--- src/esa_pkg.sv ---
// Purpose: Shared constants for the error signaling aggregator.
// Assumes: One clock, synchronous active-high reset.
// Notes:   Channel numbers are fixed per source and never change at run time.
package esa_pkg;
	// ------------------------------------------------------------
	// Group sizes
	// ------------------------------------------------------------
	localparam int ESA_TOTAL_CH = 128;
	localparam int ESA_LOW_CH   = 64;
	localparam int ESA_MID_CH   = 32;
	localparam int ESA_HIGH_CH  = 32;
	// First low-severity channel fed from the generic input vector
	localparam int ESA_LOW_EXT_BASE = 18;
	// ------------------------------------------------------------
	// Fixed low-severity channel bindings
	// ------------------------------------------------------------
	localparam int ESA_CH_ADC2_PAR  = 1;
	localparam int ESA_CH_DMA_MPU   = 2;
	localparam int ESA_CH_DMA_PAR   = 3;
	localparam int ESA_CH_DMA_RD    = 5;
	localparam int ESA_CH_FLASH_COR = 6;
	localparam int ESA_CH_TCOP_PAR  = 7;
	localparam int ESA_CH_TXU_PAR   = 8;
	localparam int ESA_CH_TXU_MPU   = 9;
	localparam int ESA_CH_PLL_SLIP  = 10;
	localparam int ESA_CH_CLK_MON   = 11;
	localparam int ESA_CH_DMA_WR    = 13;
	localparam int ESA_CH_VTR_PAR   = 15;
	localparam int ESA_CH_SPI1_PAR  = 17;
	// Reserved channels 0, 4, 12, 14 and 16, held inactive
	localparam logic [63:0] ESA_LOW_RSV_MASK = 64'h0000_0000_0001_5011;
	// ------------------------------------------------------------
	// Reset values and timing
	// ------------------------------------------------------------
	localparam logic [63:0] ESA_LOW_RST  = 64'h0;
	localparam logic [31:0] ESA_GRP_RST  = 32'h0;
	localparam int ESA_MIN_LOW_TICKS     = 16;
	localparam int ESA_TB_DIV_W          = 8;
	// Fault pin sequencer states
	typedef enum logic [1:0] {ESA_IDLE, ESA_HOLD, ESA_WAIT} esa_state_t;
endpackage

--- src/esa_aggregator.sv ---
// Purpose: Gathers chip error channels in three severity groups and drives
//          interrupts and the active-low fault output pin.
// Assumes: All error inputs are synchronous pulses or levels on clk.
// Notes:   Configuration comes in on plain ports; there is no register bus.
`timescale 1ns/100ps
`default_nettype none
module esa_aggregator
	import esa_pkg::*;
#(
	parameter int MIN_LOW_TICKS = ESA_MIN_LOW_TICKS,
	parameter int TB_DIV_W      = ESA_TB_DIV_W
) (
	input  wire logic                clk,
	input  wire logic                rst,
	// Named low-severity sources
	input  wire logic                adc2_parity_err,
	input  wire logic                dma_mpu_err,
	input  wire logic                dma_parity_err,
	input  wire logic                dma_rd_err,
	input  wire logic                dma_wr_err,
	input  wire logic                flash_ctrl_corr_err,
	input  wire logic                flash_ctrl_eeprom_access,
	input  wire logic                timer_coprocessors_parity_err,
	input  wire logic                timer_transfer_units_parity_err,
	input  wire logic                timer_transfer_units_mpu_err,
	input  wire logic                pll_slip_err,
	input  wire logic                clk_mon_err,
	input  wire logic                vector_table_ram_parity_err,
	input  wire logic                first_buffered_serial_port_parity_err,
	input  wire logic [45:0]         low_err_ext,
	input  wire logic [31:0]         mid_err_in,
	input  wire logic [31:0]         high_err_in,
	// Configuration and clears
	input  wire logic [63:0]         low_int_en,
	input  wire logic [63:0]         low_int_high_pri,
	input  wire logic [63:0]         low_pin_en,
	input  wire logic [63:0]         low_clr,
	input  wire logic [31:0]         mid_clr,
	input  wire logic [31:0]         high_clr,
	input  wire logic [TB_DIV_W-1:0] timebase_div,
	input  wire logic                force_error,
	// Results
	output logic [63:0]              low_status,
	output logic [31:0]              mid_status,
	output logic [31:0]              high_status,
	output logic                     irq_low_pri,
	output logic                     irq_high_pri,
	output logic                     nmi_irq,
	output logic                     fault_out_n
);
	// ------------------------------------------------------------
	// Elaboration checks
	// ------------------------------------------------------------
	// The three groups must add up to the full channel count
	if (ESA_LOW_CH + ESA_MID_CH + ESA_HIGH_CH != ESA_TOTAL_CH) begin : g_bad_ch
		$error("esa_aggregator: group sizes do not cover all channels");
	end
	if (MIN_LOW_TICKS < 1 || MIN_LOW_TICKS > 65535 || TB_DIV_W < 1 || TB_DIV_W > 16) begin : g_bad_par
		$error("esa_aggregator: timing parameters out of range");
	end

	// ------------------------------------------------------------
	// Channel binding
	// ------------------------------------------------------------
	// Hard wiring keeps the source to channel map out of software reach
	logic [63:0] low_raw;
	assign low_raw[0]                = 1'b0;
	assign low_raw[ESA_CH_ADC2_PAR]  = adc2_parity_err;
	assign low_raw[ESA_CH_DMA_MPU]   = dma_mpu_err;
	assign low_raw[ESA_CH_DMA_PAR]   = dma_parity_err;
	assign low_raw[4]                = 1'b0;
	assign low_raw[ESA_CH_DMA_RD]    = dma_rd_err;
	// EEPROM bank accesses report elsewhere, so they are kept off this channel
	assign low_raw[ESA_CH_FLASH_COR] = flash_ctrl_corr_err & ~flash_ctrl_eeprom_access;
	assign low_raw[ESA_CH_TCOP_PAR]  = timer_coprocessors_parity_err;
	assign low_raw[ESA_CH_TXU_PAR]   = timer_transfer_units_parity_err;
	assign low_raw[ESA_CH_TXU_MPU]   = timer_transfer_units_mpu_err;
	assign low_raw[ESA_CH_PLL_SLIP]  = pll_slip_err;
	assign low_raw[ESA_CH_CLK_MON]   = clk_mon_err;
	assign low_raw[12]               = 1'b0;
	assign low_raw[ESA_CH_DMA_WR]    = dma_wr_err;
	assign low_raw[14]               = 1'b0;
	assign low_raw[ESA_CH_VTR_PAR]   = vector_table_ram_parity_err;
	assign low_raw[16]               = 1'b0;
	assign low_raw[ESA_CH_SPI1_PAR]  = first_buffered_serial_port_parity_err;
	assign low_raw[63:ESA_LOW_EXT_BASE] = low_err_ext;

	// ------------------------------------------------------------
	// Sticky status per group
	// ------------------------------------------------------------
	// A new event beats a clear in the same cycle, so no error is lost
	wire logic [63:0] next_low_status  = ((low_status & ~low_clr) | low_raw) & ~ESA_LOW_RSV_MASK;
	wire logic [31:0] next_mid_status  = (mid_status & ~mid_clr) | mid_err_in;
	wire logic [31:0] next_high_status = (high_status & ~high_clr) | high_err_in;

	// Status registers
	always_ff @(posedge clk) begin
		if (rst) begin
			low_status  <= ESA_LOW_RST;
			mid_status  <= ESA_GRP_RST;
			high_status <= ESA_GRP_RST;
		end else begin
			low_status  <= next_low_status;
			mid_status  <= next_mid_status;
			high_status <= next_high_status;
		end
	end

	// ------------------------------------------------------------
	// Interrupt generation
	// ------------------------------------------------------------
	// Low group is masked and split by priority; high group never interrupts
	wire logic [63:0] low_active      = low_status & low_int_en;
	wire logic        next_irq_high   = |(low_active & low_int_high_pri);
	wire logic        next_irq_low    = |(low_active & ~low_int_high_pri);
	wire logic        next_nmi        = |mid_status;

	// Interrupt lines
	always_ff @(posedge clk) begin
		if (rst) begin
			irq_low_pri  <= 1'b0;
			irq_high_pri <= 1'b0;
			nmi_irq      <= 1'b0;
		end else begin
			irq_low_pri  <= next_irq_low;
			irq_high_pri <= next_irq_high;
			nmi_irq      <= next_nmi;
		end
	end

	// ------------------------------------------------------------
	// Fault pin request
	// ------------------------------------------------------------
	// Low group only if enabled; mid and high always reach the pin
	// Severity ladder: low needs its enable, mid and high always count
	wire logic fault_req = (|(low_status & low_pin_en)) | (|mid_status) | (|high_status)
		| force_error;

	// ------------------------------------------------------------
	// Time base
	// ------------------------------------------------------------
	// One tick every timebase_div+1 clocks sets the pin's hold time
	logic [TB_DIV_W-1:0] tb_cnt;
	wire logic           tb_tick     = (tb_cnt >= timebase_div);
	wire logic [TB_DIV_W-1:0] next_tb_cnt = tb_tick ? '0 : tb_cnt + 1'b1;

	// Prescaler
	always_ff @(posedge clk) begin
		if (rst) begin
			tb_cnt <= '0;
		end else begin
			tb_cnt <= next_tb_cnt;
		end
	end

	// ------------------------------------------------------------
	// Fault pin sequencer
	// ------------------------------------------------------------
	// A minimum low time lets a slow monitor see even a brief error
	localparam logic [15:0] HOLD_TICKS = 16'(MIN_LOW_TICKS);
	esa_state_t  state;
	esa_state_t  next_state;
	logic [15:0] low_cnt;
	logic [15:0] next_low_cnt;

	// Next state
	always_comb begin
		next_state   = state;
		next_low_cnt = low_cnt;
		case (state)
			ESA_IDLE: begin
				if (fault_req) begin
					next_state   = ESA_HOLD;
					next_low_cnt = HOLD_TICKS;
				end
			end
			ESA_HOLD: begin
				if (tb_tick) begin
					next_low_cnt = low_cnt - 16'h0001;
					if (low_cnt == 16'h0001) begin
						next_state = ESA_WAIT;
					end
				end
			end
			ESA_WAIT: begin
				// Pin releases only once every pin error is cleared
				if (!fault_req) begin
					next_state = ESA_IDLE;
				end
			end
			default: begin
				next_state = ESA_IDLE;
			end
		endcase
	end

	wire logic fault_active = (state != ESA_IDLE);

	// State and pin registers
	always_ff @(posedge clk) begin
		if (rst) begin
			state       <= ESA_IDLE;
			low_cnt     <= 16'h0000;
			fault_out_n <= 1'b1;
		end else begin
			state       <= next_state;
			low_cnt     <= next_low_cnt;
			fault_out_n <= ~fault_active;
		end
	end
endmodule
`default_nettype wire

--- config.mk ---
export PLATFORM = sky130hd
export DESIGN_NAME = esa_aggregator
export DESIGN_NICKNAME = d
export VERILOG_FILES = /design/src/esa_pkg.sv /design/src/esa_aggregator.sv
export SDC_FILE = /design/constraint.sdc
export NUM_CORES = 1
export LEC_CHECK = 0
export ABC_AREA = 1
export BUFFER_PORTS_ARGS = -buffer_cell sky130_fd_sc_hd__buf_2
export CAP_MARGIN = 10
export CORE_AREA = 5 5 223 225
export DETAILED_ROUTE_END_ITERATION = 10
export DIE_AREA = 0 0 228 230
export GPL_TIMING_DRIVEN = 0
export HOLD_SLACK_MARGIN = 0.08
export PLACE_DENSITY_LB_ADDON = 0.08
export SYNTH_ARGS = -nofsm -noshare
export SYNTH_HDL_FRONTEND = slang
export SYNTH_SLANG_ARGS = --single-unit
--- constraint.sdc ---
create_clock -name clk -period 3 [get_ports clk]
set_clock_uncertainty 0.05 [all_clocks]
set_input_delay 0.6 -clock clk [delete_from_list [all_inputs] [get_ports clk]]
set_output_delay 0.6 -clock clk [all_outputs]
set_load 0.01 [all_outputs]
==> results of run 1 <==
[cell families after synthesis]
group / count (synthesis)
AND/OR/NAND/NOR: 686
adder cells (fa/ha/maj): 11
AO/OA/AOI/OAI: 135
other: 1
flip-flops: 153
buffers and inverters: 194
XOR/XNOR: 10
[state kept, by name (all words and copies together) (netlist names)]
name          count
high_status      32
low_cnt          16
tb_cnt            8
fault_out_n       1
nmi_irq           1
low_status       59
state             2
irq_high_pri      1
irq_low_pri       1
mid_status       32
[report_power, final]
| group | switching, mW | total [mW] | internal, mW |
|---|---|---|---|
| clock | 0.992 | 2.44 | 1.45 |
| sequential | 0.186 | 2.35 | 2.17 |
| combinational | 0.642 | 1.16 | 0.516 |
| total | 1.82 | 5.95 | 4.13 |
[tightest hold or removal path: cells and delay by family]
kind / cells / cell delay, ps
AO/OA/AOI/OAI: 1 / 30
buffers and inverters: 1 / 80
AND/OR/NAND/NOR: 1 / 60
[per-layer routing]
layer	global-route usage, %	wire length, um	share of wire (%)	vias to the layer above
met5	0	69	0.15	-
met4	4.897	674	1.4	12
met3	5.662	3184	6.7	43
met2	30.09	22980	48	340
met1	21.45	20560	43	4325
li1	-	-	-	4920
[cell type report]
class / instances / area [um^2] / share of cell area [%]
buffer: 25 / 131.4 / 1.101
clock inverter: 11 / 185.2 / 1.551
tap: 615 / 769.5 / 6.446
multi-input combinational: 847 / 3882 / 32.52
antenna: 5 / 12.51 / 0.1048
inverter: 169 / 634.4 / 5.314
clock buffer: 20 / 456.7 / 3.826
timing repair buffer: 560 / 2803 / 23.48
sequential: 153 / 3063 / 25.66
[worst paths after layout]
path / startpoint / endpoint / depth (start not counted)
min: high_err_in[27] / high_status[27] / 3
max: low_status[57] / low_cnt[3] / 11
max reg2reg: low_status[57] / low_cnt[3] / 11
min reg2reg: tb_cnt[0] / tb_cnt[0] / 1
[cells in the mapped netlist, drive strengths merged]
cell type    n
nor4         2
nand2      221
nand3b       7
nor2       336
nand3       83
buf          8
o221ai       1
xnor2        2
nor3        12
or2          4
o22ai       18
ha          11
o2111ai      7
clkbuf      17
conb         1
a31oi        7
o21a         1
o21ai        2
xor2         8
inv        169
nand4       20
a21oi       99
nor3b        1
dfxtp      153
==> reports/metrics.sh, run 1 <==
SETUP-TNS-FINAL_PS=0
DIE_W_UM=228
CAP_VIOLATIONS=0
SYNTH.MUX.AREA_FRACTION_PCT=0
POST_CTS_RESIZE_COUNT=0
WORST_PIN_SLEW_PS=1150
YS_WARN_COUNT=0
STARTPOINT_CLASS='flop'
CLOCK_TREE_FROM_TRITONCTS='yes'
IOPINCOUNT=587
BUFFER_PORTS.INSERTED=560
CPLARGESTDELAYFAMILY='simple AND/OR/NAND/NOR gates'
SYNTH_LARGEST_TYPE_AREA_FRACTION_PCT=39.80
LEAKAGE_POWER_nW=6.361
COMBINATIONAL_FAMILY_WITH_THE_MOST_AREA_AFTER_SYNTHESIS='simple AND/OR/NAND/NOR gates'
FLIP_FLOP_AND_LATCH_COUNT_AFTER_SYNTHESIS=153
SYNTH_AREA_PER_CELL_UM2=6.467
AREA_DELTA_SYNTH_FINAL_PCT=55.11
VIA_COUNT_OF_THE_FIRST_GLOBAL_ROUTING_PASS=9767
IRDROPWORSTVDD_V=0.0003483
SYNTH-COMPOUND-AREA-SHARE_PCT=10.10
DRTITER0DRC=415
POST_SYNTHESIS_SIMPLE_GATE_AREA_FRACTION_PCT=37.18
TIMING.MAX_SLEW.REL_SLACK_PCT=23.30
CTS-HOLD-FIX-BUFFERS=0
NFILLCELLS=5469
TRITONCTS_NUM_SINKS=153
NUMBER_OF_ANTENNA_VIOLATING_NETS_IN_THE_ROUTED_DESIGN=0
CTS-BUFFERS-INSERTED=17
CTS.HTREE.LEVELS=4
INSERTION_DELAY_PS=480
POST-CTS-SETUP-BUFFERS=0
CLOCK_TREE.ROOT_CELL='clkbuf_16'
DPL-INSTANCE-AREA_UM2=11280
WORST_EP_ARRIVAL_TIME_PS=2640
FINAL_CORE_UTIL_PCT=25.21
GRT_ANTENNA_BEFORE_REPAIR=12
START_UTIL_PCT=16.26
TIMING_WORST_SETUP_PATH_TYPE='reg -> reg'
POSTROUTEWIRELENGTH_UM=47470
PWR_DENSITY_CELL_nW_PER_UM2=498.3
GPL.FINAL_WEIGHTED_CONGESTION=0.8660
WORST_SETUP_HOLD_PATH_CLK_SLEW_PS=70
FMAX_MHz=430.7
PERIOD_NEEDED_PS=2322
CP.REQUIRED_PS=3320
FIRST_PASS_GRT_WIRE_LENGTH_UM=66890
POST-ROUTE-WORST-SETUP-SLACK_PS=678.2
TIMING.CRITICAL_PATH.FANOUT_MAX=10
DIE_H_UM=230
DRT_PRE_ANTENNA_ITERS=5
DESIGN.FINAL.NETS=2239
SYNTHDOMINANTAREACELLTYPE='dfxtp_1'
CLOCK_TREE.BUFFER_DEPTH=2
COMMONEST_CELLS_AFTER_ROUTING_FILL_AND_TAPS_ASIDE='buf_2, nor2_1, nand2_1'
SYNTH.AREA.TOP_CELLS='dfxtp_1, nor2_1, nand2_1, inv_1, a21oi_1'
RUN_STATUS='finished clean'
FF2FF_SETUP_SLACK_PS=680
MAX_STAGE_DELAY_PS=440
SYN_AREA_UM2=7696
LAYOUT.CELLS.MOST_COMMON='buf_2'
FLOORPLAN.DIE_AREA_UM2=52440
ROUTED_WIRE_LENGTH_PER_INSTANCE_UM=19.74
DETAILEDPLACE.WORSTSLACK_PS=55.36
CP_SLOWEST_CELL='dfxtp_1'
DPL.CELL_COUNT=2369
SYNTH_CELL_TYPES=34
DRCVIOLATIONCOUNT=0
SLEW_VIOLATIONS=0
RSZ0062_AT_GRT='false'
MIN-DELAY-PATH-CLASS='in -> reg'
SYNTH_SEQ_AREA_SHARE_PCT=39.80
DESIGN_AREA_UM2=11940
GRT_START_MAX_NET_PINS=17
SYNTH_XOR_AREA_SHARE_PCT=1.138
FIN_TOTAL_PWR_mW=5.949
DRT-VIAS-PER-INSTANCE=4.008
CPMOSTUSEDCELL='nand2_1'
POST_SYNTH_INST_COUNT=1190
HOLD_SLACK_PS=271.0
FINAL-INSTANCE-COUNT-EXCL-FILL=2405
REPORT.FINAL.HOLD_VIOL_COUNT=0
SYNTH-ADDER-AREA-SHARE_PCT=1.788
CELL_BY_CELL_LISTING_OF_THE_CRITICAL_PATH='nand2_1, nand2_1, nor2_1, nand2_1, nor2_1, nand2_1, nor2_4, nand3_4, buf_2, a21oi_1, nor2_1'
ROW_COUNT=80
RESIDUAL_OVERFLOW_FROM_GLOBAL_ROUTING=0
DR_TOTAL_VIAS=9640
CP.BUFFERS_INVERTERS=1
LAYOUT-DRIVE-GT1-SHARE_PCT=35.46
FINALSETUPVIOLCOUNT=0
CORE_UM2=47350
GROUTE.USAGE.OVERALL_PCT=17.64
DETAILEDPLACEMENTHPWL_UM=41180
CRIT_PATH_END_KIND='flop'
FINALCRITPERIODSHARE_PCT=77.39
Note: power is estimated with default switching activity, not from simulation.
==> inputs of run 2 (changes only) <==
--- a/config.mk
+++ b/config.mk
@@ -5,12 +5,12 @@
 export SDC_FILE = /design/constraint.sdc
 export NUM_CORES = 1
 export LEC_CHECK = 0
-export ABC_AREA = 1
+export ABC_AREA = 0
 export BUFFER_PORTS_ARGS = -buffer_cell sky130_fd_sc_hd__buf_2
 export CAP_MARGIN = 10
-export CORE_AREA = 5 5 223 225
+export CORE_AREA = 5 5 224 226
 export DETAILED_ROUTE_END_ITERATION = 10
-export DIE_AREA = 0 0 228 230
+export DIE_AREA = 0 0 229 231
 export GPL_TIMING_DRIVEN = 0
 export HOLD_SLACK_MARGIN = 0.08
 export PLACE_DENSITY_LB_ADDON = 0.08
==> constraint.sdc (replaced) <==
create_clock -name clk -period 2.4 [get_ports clk]
set_clock_uncertainty 0.05 [all_clocks]
set_input_delay 0.48 -clock clk [delete_from_list [all_inputs] [get_ports clk]]
set_output_delay 0.48 -clock clk [all_outputs]
set_load 0.01 [all_outputs]
==> run 2 against run 1 <==
  * Cell area decreased by 3.5%
  * Clock power increased by 8%
  * Setup slack got worse by 590 ps
  * First-iteration DRC count increased by 20%
  * Total power increased by 14%
  * Fmax increased by 0.59%
  * Via count decreased by 3.9%
  * Register-to-register slack got worse by 590 ps
  * Critical endpoint is now low_cnt[15]
  * Largest cell class unchanged
  * Highest routed layer unchanged
==> reports/metrics.sh, run 2 <==
RUN_STATUS='finished clean'
SYNTH_CELL_TYPES=50  # +47%
FINAL-INSTANCE-COUNT-EXCL-FILL=2195  # -8.7%
POST_SYNTHESIS_SIMPLE_GATE_AREA_FRACTION_PCT=25.97  # -11 points
LAYOUT-DRIVE-GT1-SHARE_PCT=40.56  # +5.1 points
LEAKAGE_POWER_nW=5.827  # -8.4%
IRDROPWORSTVDD_V=0.0004409  # +27%
VIA_COUNT_OF_THE_FIRST_GLOBAL_ROUTING_PASS=9646  # -1.2%
CP_SLOWEST_CELL='or4_1'
ROW_COUNT=81  # +1.3%
SYNTH.TOP_CELLS.BY_COUNT='dfxtp_1, nor2_1, inv_1'
PWR_DENSITY_CELL_nW_PER_UM2=589.3  # +18%
POST_SYNTH_INST_COUNT=961  # -19%
DRT_PRE_ANTENNA_ITERS=7  # +2
DESIGN.FINAL.NETS=2016  # -10%
DRT-VIAS-PER-INSTANCE=4.221  # +5.3%
HOLD_PATH_DEPTH=3  # unchanged
CTS.HTREE.LEVELS=4  # unchanged
INSERTION_DELAY_PS=480  # about the same
REG.LARGEST.LIST='low_status (59), high_status (32), mid_status (32)'
SEQUENTIAL_CELL_AREA_UM2=3068  # +0.16%
NFILLCELLS=5446  # -0.42%
WHS_ENDPOINT='low_status[55]'
FIN_TOTAL_PWR_mW=6.789  # +14%
TIMING.RR.START='low_cnt[8]'
DRTITER0DRC=496  # +20%
GROUTE.USAGE.OVERALL_PCT=18.44  # +0.80 points
LARGEST_REG_FLOPS=59  # unchanged
TIMING.CRITICAL_PATH.FANOUT_MAX=7  # -3
MULTI_INPUT_AREA_UM2=3591  # -7.5%
CP.REQUIRED_PS=2710  # -610 ps
SYNTH-ADDER-AREA-SHARE_PCT=1.921  # +0.13 points
TOP_REGISTER='low_status'
WORST_EP_ARRIVAL_TIME_PS=2620  # -20 ps
REPORT.FINAL.HOLD_VIOL_COUNT=0  # unchanged
ROUTED_WIRE_LENGTH_PER_INSTANCE_UM=22.86  # +16%
SYNTH_XOR_AREA_SHARE_PCT=0.9782  # -0.16 points
IOPINCOUNT=587  # unchanged
CLOCK_TREE.ROOT_CELL='clkbuf_16'
POSTROUTEWIRELENGTH_UM=50190  # +5.7%
CPMOSTUSEDCELL='or4_1'
FINALSETUPVIOLCOUNT=0  # unchanged
RESIDUAL_OVERFLOW_FROM_GLOBAL_ROUTING=0  # unchanged
DETAILEDPLACEMENTHPWL_UM=42990  # +4.4%
LAYOUT.CELLS.MOST_COMMON='buf_2'
TRITONCTS_NUM_SINKS=153  # unchanged
CORE_UM2=48140  # +1.7%
YS_WARN_COUNT=0  # unchanged
SYNTH.AREA.TOP_CELLS='dfxtp_1, a21oi_1, nor2_1, inv_1, nand3_1'
COMMONEST_CELLS_AFTER_ROUTING_FILL_AND_TAPS_ASIDE='buf_2, dfxtp_1, nor2_1'
GRT_START_MAX_NET_PINS=17  # unchanged
AREA_DELTA_SYNTH_FINAL_PCT=60.82
SLEW_VIOLATIONS=0  # unchanged
SYNTH-COMPOUND-AREA-SHARE_PCT=18.83  # +8.7 points
CLOCK_TREE_FROM_TRITONCTS='yes'
MAX_STAGE_DELAY_PS=620  # +180 ps
DPL.CELL_COUNT=2147  # -9.4%
WORST_HOLD_STARTPOINT='low_err_ext[37]'
REG2REGPATHDEPTH=5  # -6
SYNTH_AREA_PER_CELL_UM2=7.454  # +15%
NUMBER_OF_ANTENNA_VIOLATING_NETS_IN_THE_ROUTED_DESIGN=0  # unchanged
ASYNC_FLOP_SHARE_PCT=0  # unchanged
CRIT_PATH_END_KIND='flop'
TIMING_WORST_SETUP_PATH_TYPE='reg -> reg'
CELL_BY_CELL_LISTING_OF_THE_CRITICAL_PATH='or4_1, or4_1, nor4_2, mux2i_1, nand3_1'
NUMBER_OF_ENABLE_TYPE_REGISTER_CELLS_IN_THE_SYNTHESIZED_NETLIST=0  # unchanged
REGTOREGENDPOINT='low_cnt[15]'
TIMING.MAX_SLEW.REL_SLACK_PCT=23.73  # +0.43 points
BUFFER_PORTS.INSERTED=560  # unchanged
GPL.FINAL_WEIGHTED_CONGESTION=0.8660  # unchanged
STARTPOINT_CLASS='flop'
FLOORPLAN.DIE_AREA_UM2=52900  # +0.88%
FMAX_MHz=433.2  # +0.59%
RSZ0062_AT_GRT='true'
SYNTHDOMINANTAREACELLTYPE='dfxtp_1'
FINALCRITPERIODSHARE_PCT=96.18  # +19 points
WORST_SETUP_HOLD_PATH_CLK_SLEW_PS=70  # about the same
COMBINATIONAL_FAMILY_WITH_THE_MOST_AREA_AFTER_SYNTHESIS='simple AND/OR/NAND/NOR gates'
FLIP_FLOP_AND_LATCH_COUNT_AFTER_SYNTHESIS=153  # unchanged
CTS-BUFFERS-INSERTED=17  # unchanged
FIRST_PASS_GRT_WIRE_LENGTH_UM=68660  # +2.7%
YOSYS_MOST_USED_DFF='dfxtp_1'
PERIOD_NEEDED_PS=2308  # -13.58 ps
WORST_PIN_SLEW_PS=1144  # -6.460 ps
CTS-HOLD-FIX-BUFFERS=0  # unchanged
SYN_AREA_UM2=7163  # -6.9%
DIE_W_UM=229  # +0.44%
DESIGN_AREA_UM2=11520  # -3.5%
SYNTH_SEQ_AREA_SHARE_PCT=42.76  # +3.0 points
START_UTIL_PCT=14.88  # -1.4 points
YOSYSMOSTFREQUENTCELL='dfxtp_1'
DRCVIOLATIONCOUNT=0  # unchanged
FF2FF_SETUP_SLACK_PS=90  # -590 ps
GRT_ANTENNA_BEFORE_REPAIR=23  # +11
SYNTH_LARGEST_TYPE_AREA_FRACTION_PCT=42.76  # +3.0 points
CRITPATHLAUNCH='low_cnt[8]'
CAP_VIOLATIONS=0  # unchanged
SYNTH.MUX.AREA_FRACTION_PCT=0.4192  # +0.42 points
DIE_H_UM=231  # +0.43%
MIN-DELAY-PATH-CLASS='in -> reg'
DR_TOTAL_VIAS=9266  # -3.9%
DPL-INSTANCE-AREA_UM2=10760  # -4.6%
CLOCK_TREE.BUFFER_DEPTH=2  # unchanged
==> run 2: critical path, delay by kind of cell, from the launching register on <==
family           cells  cell delay [ps]
muxes                1              220
and+or+nand+nor      4             1550
DFF                  1              370
==> run 2: area by class of cell <==
type	instances	share of cell area (%)
inverter	143	4.659
sequential	153	26.63
tap	622	6.756
clock buffer	18	3.725
timing repair buffer	567	24.82
antenna	10	0.2172
clock inverter	14	1.010
buffer	24	1.010
multi-input combinational	644	31.17
==> run 2: metal layers <==
layer	global-route usage (%)	wire (um)
met1	22.26	21310
met2	31.58	24720
met3	5.842	3174
met4	5.337	877
met5	0	95
==> run 2: cells by family (layout without fill, tap and decap cells) <==
| group | count (synthesis) | count (layout) |
|---|---|---|
| flip-flops | 153 | 153 |
| adder cells (fa/ha/maj) | 11 | 11 |
| other | 1 | 15 |
| multiplexers | 3 | 3 |
| XOR/XNOR | 8 | 8 |
| AO/OA/AOI/OAI | 224 | 224 |
| AND/OR/NAND/NOR | 393 | 393 |
| buffers and inverters | 168 | 766 |
==> run 2: worst max-delay path by stage <==
stage	end	slack (ps)	cells after the start
2_1_floorplan	low_cnt[5]	2	7
3_3_place_gp	low_cnt[10]	-880	7
3_5_place_dp	low_cnt[3]	-880	7
4_1_cts	low_cnt[5]	30	6
5_1_grt	low_cnt[15]	-20	5
6_report	low_cnt[15]	90	5
==> run 2: stage by stage <==
stage / worst slack (ps) / hold slack, ps / util [%] / setup TNS [ps]
after global routing: -22.79 / 121.0 / 23.92 / -34.95
after global placement: -875.1 / 438.9 / 22.35 / -28020
after floorplan: 1.729 / 397.3 / - / 0
final: 91.78 / 150.4 / 23.93 / 0
after detailed placement: -881.4 / 435.8 / 22.35 / -28860
after CTS: 26.30 / 97.33 / 23.71 / 0
==> run 2: power breakdown <==
part,internal (mW),switching (mW)
registers,2.69,0.241
logic,0.568,0.660
clock network,1.34,1.29
total,4.59,2.19
==> run 2: repair_timing <==
| action | 4_1_cts | 5_1_grt |
|---|---|---|
| cloned | 0 | 0 |
| hold endpoints to repair | 0 | 0 |
| setup endpoints to repair | 26 | 18 |
| resized for setup | 17 | 17 |
| buffers inserted | 5 | 2 |
| pin swaps | 5 | 11 |
==> inputs of run 3 (changes only) <==
--- a/config.mk
+++ b/config.mk
@@ -14,6 +14,7 @@
 export GPL_TIMING_DRIVEN = 0
 export HOLD_SLACK_MARGIN = 0.08
 export PLACE_DENSITY_LB_ADDON = 0.08
+export SETUP_SLACK_MARGIN = 0.3
 export SYNTH_ARGS = -nofsm -noshare
 export SYNTH_HDL_FRONTEND = slang
 export SYNTH_SLANG_ARGS = --single-unit
==> constraint.sdc (replaced) <==
create_clock -name clk -period 2.4 [get_ports clk]
set_clock_uncertainty 0.05 [all_clocks]
set_input_delay 0.48 -clock clk [delete_from_list [all_inputs] [get_ports clk]]
set_output_delay 0.48 -clock clk [all_outputs]
set_load 0.02 [all_outputs]
==> run 3 against run 2 <==
  * Critical path depth is 1 higher
  * Worst hold slack better by 23 ps
  * Sequential share of layout area is 0.72 points lower
  * Die area stayed put
  * Cell area is 3.6% higher
  * Via count is 0.13% higher
  * Non-clock buffer count is 15 higher
  * Clock-buffer cell count is 2 higher
  * Cell count is 0.46% higher
  * First-iteration DRC count is 26% lower
  * Critical endpoint is now low_cnt[10]
==> reports/metrics.sh, run 3 (synthesized netlist as in run 2, its figures left out) <==
RUN_STATUS='finished clean'
LAYOUT-DRIVE-GT1-SHARE_PCT=43.51  # +2.9 points
FINAL-INSTANCE-COUNT-EXCL-FILL=2205  # +0.46%
STARTPOINT_CLASS='flop'
DETAILEDPLACEMENTHPWL_UM=43140  # +0.35%
PWR_DENSITY_CELL_nW_PER_UM2=595.8  # +1.1%
CLOCK_TREE.BUFFER_DEPTH=2  # unchanged
TIMING_WORST_SETUP_PATH_TYPE='reg -> reg'
CTS.HTREE.LEVELS=4  # unchanged
IOPINCOUNT=587  # unchanged
REG.LARGEST.LIST='low_status (59), high_status (32), mid_status (32)'
NUMBER_OF_ANTENNA_VIOLATING_NETS_IN_THE_ROUTED_DESIGN=0  # unchanged
FIRST_PASS_GRT_WIRE_LENGTH_UM=69370  # +1.0%
LAYOUT.CELLS.MOST_COMMON='buf_2'
PERIOD_NEEDED_PS=2277  # -31.70 ps
DETAILEDPLACE.WORSTSLACK_PS=-540.7  # +340.7 ps
CAP_VIOLATIONS=0  # unchanged
TRITONCTS_NUM_SINKS=153  # unchanged
VIA_COUNT_OF_THE_FIRST_GLOBAL_ROUTING_PASS=9610  # -0.37%
LARGEST_REG_FLOPS=59  # unchanged
CTS-HOLD-FIX-BUFFERS=0  # unchanged
FINAL_CORE_UTIL_PCT=24.78  # +0.85 points
DR_TOTAL_VIAS=9278  # +0.13%
CORE_UM2=48140  # unchanged
POSTROUTEWIRELENGTH_UM=50650  # +0.93%
RSZ0062_AT_GRT='true'
TOP_REGISTER='low_status'
POST-ROUTE-WORST-SETUP-SLACK_PS=123.5  # +31.70 ps
WORST_PIN_SLEW_PS=1088  # -56.16 ps
FLOORPLAN.DIE_AREA_UM2=52900  # unchanged
FINALCRITPERIODSHARE_PCT=94.86  # -1.3 points
BUFFER_PORTS.INSERTED=560  # unchanged
CTS-BUFFERS-INSERTED=17  # unchanged
MIN-DELAY-PATH-CLASS='in -> reg'
NFILLCELLS=5438  # -0.15%
HOLD_SLACK_PS=173.2  # +22.83 ps
FINALSETUPVIOLCOUNT=0  # unchanged
CLOCK_TREE.ROOT_CELL='clkbuf_16'
GRT_START_MAX_NET_PINS=17  # unchanged
GROUTE.USAGE.OVERALL_PCT=18.48  # +0.042 points
DIE_H_UM=231  # unchanged
LEAKAGE_POWER_nW=5.993  # +2.9%
WORST_EP_ARRIVAL_TIME_PS=2600  # -20 ps
REPORT.FINAL.HOLD_VIOL_COUNT=0  # unchanged
CLOCK_TREE_FROM_TRITONCTS='yes'
INSERTION_DELAY_PS=460  # -20 ps
CP.REQUIRED_PS=2720  # about the same
AREA_DELTA_SYNTH_FINAL_PCT=66.55
START_UTIL_PCT=14.88  # unchanged
GPL.FINAL_WEIGHTED_CONGESTION=0.8477  # -2.1%
DPL.CELL_COUNT=2147  # unchanged
COMMONEST_CELLS_AFTER_ROUTING_FILL_AND_TAPS_ASIDE='buf_2, nor2_1, inv_1'
DRTITER0DRC=367  # -26%
TIMING.CRITICAL_PATH.FANOUT_MAX=7  # unchanged
SLEW_VIOLATIONS=0  # unchanged
DRCVIOLATIONCOUNT=0  # unchanged
RESIDUAL_OVERFLOW_FROM_GLOBAL_ROUTING=0  # unchanged
DRT-VIAS-PER-INSTANCE=4.208  # -0.32%
GRT_ANTENNA_BEFORE_REPAIR=21  # -8.7%
FIN_TOTAL_PWR_mW=7.108  # +4.7%
ROW_COUNT=81  # unchanged
CRIT_PATH_END_KIND='flop'
FMAX_MHz=439.3  # +1.4%
WORST_SETUP_HOLD_PATH_CLK_SLEW_PS=70  # about the same
ROUTED_WIRE_LENGTH_PER_INSTANCE_UM=22.97  # +0.47%
IRDROPWORSTVDD_V=0.0003448  # -22%
DRT_PRE_ANTENNA_ITERS=5  # -2
DIE_W_UM=229  # unchanged
TIMING.MAX_SLEW.REL_SLACK_PCT=27.48  # +3.7 points
DESIGN.FINAL.NETS=2032  # +0.79%
-- run 3: through the flow --
step	instance area, um^2	TNS, ps
floorplan	7228	0
global placement	10810	-19670
detailed placement	10810	-21700
CTS	11720	0
global route	11920	0
finish	11930	0
-- run 3: layout make-up --
type	count	area (um^2)	share of cell area, %
antenna	4	10.01	0.08390
clock inverter	12	130.1	1.091
buffer	25	140.1	1.175
tap	622	778.2	6.523
clock buffer	20	456.7	3.828
timing repair buffer	581	2994	25.10
multi-input combinational	645	3792	31.79
inverter	143	536.8	4.499
sequential	153	3092	25.92
-- run 3: worst max-delay path, stage by stage, from the launching register on --
cell     delay (ps)
dfxtp_1         410
nor4_4          530
nand3_1         330
or3_1           420
nor4_1          250
a21oi_1          80
o32ai_1         120
-- run 3: what timing repair did --
action                                  4_1_cts  5_1_grt
gates cloned                                  2        0
setup buffers                                11        9
endpoints found under the setup margin       58       25
pin swaps                                    28       20
gates resized for setup                      53       29
-- run 3: path summary, 6_finish.rpt --
kind | slack (ps) | start | cells after the start | endpoint
setup / recovery | 120 | low_cnt[2] | 6 | low_cnt[10]
hold / removal | 170 | high_err_in[7] | 3 | high_status[7]
setup reg to reg | 120 | low_cnt[2] | 6 | low_cnt[10]
hold reg to reg | 460 | tb_cnt[0] | 2 | tb_cnt[0]
-- run 3: routing by layer --
layer	global-route usage, %	vias to the layer above	share of wire [%]
met3	5.731	54	7.0
met4	2.894	22	0.85
met5	0	-	0.27
met1	22.43	4301	42
met2	32.82	338	50
li1	-	4563	-
-- run 3: power breakdown --
part	switching, mW	internal [mW]
combinational	0.802	0.599
clock	1.28	1.51
sequential	0.223	2.69
total	2.31	4.80
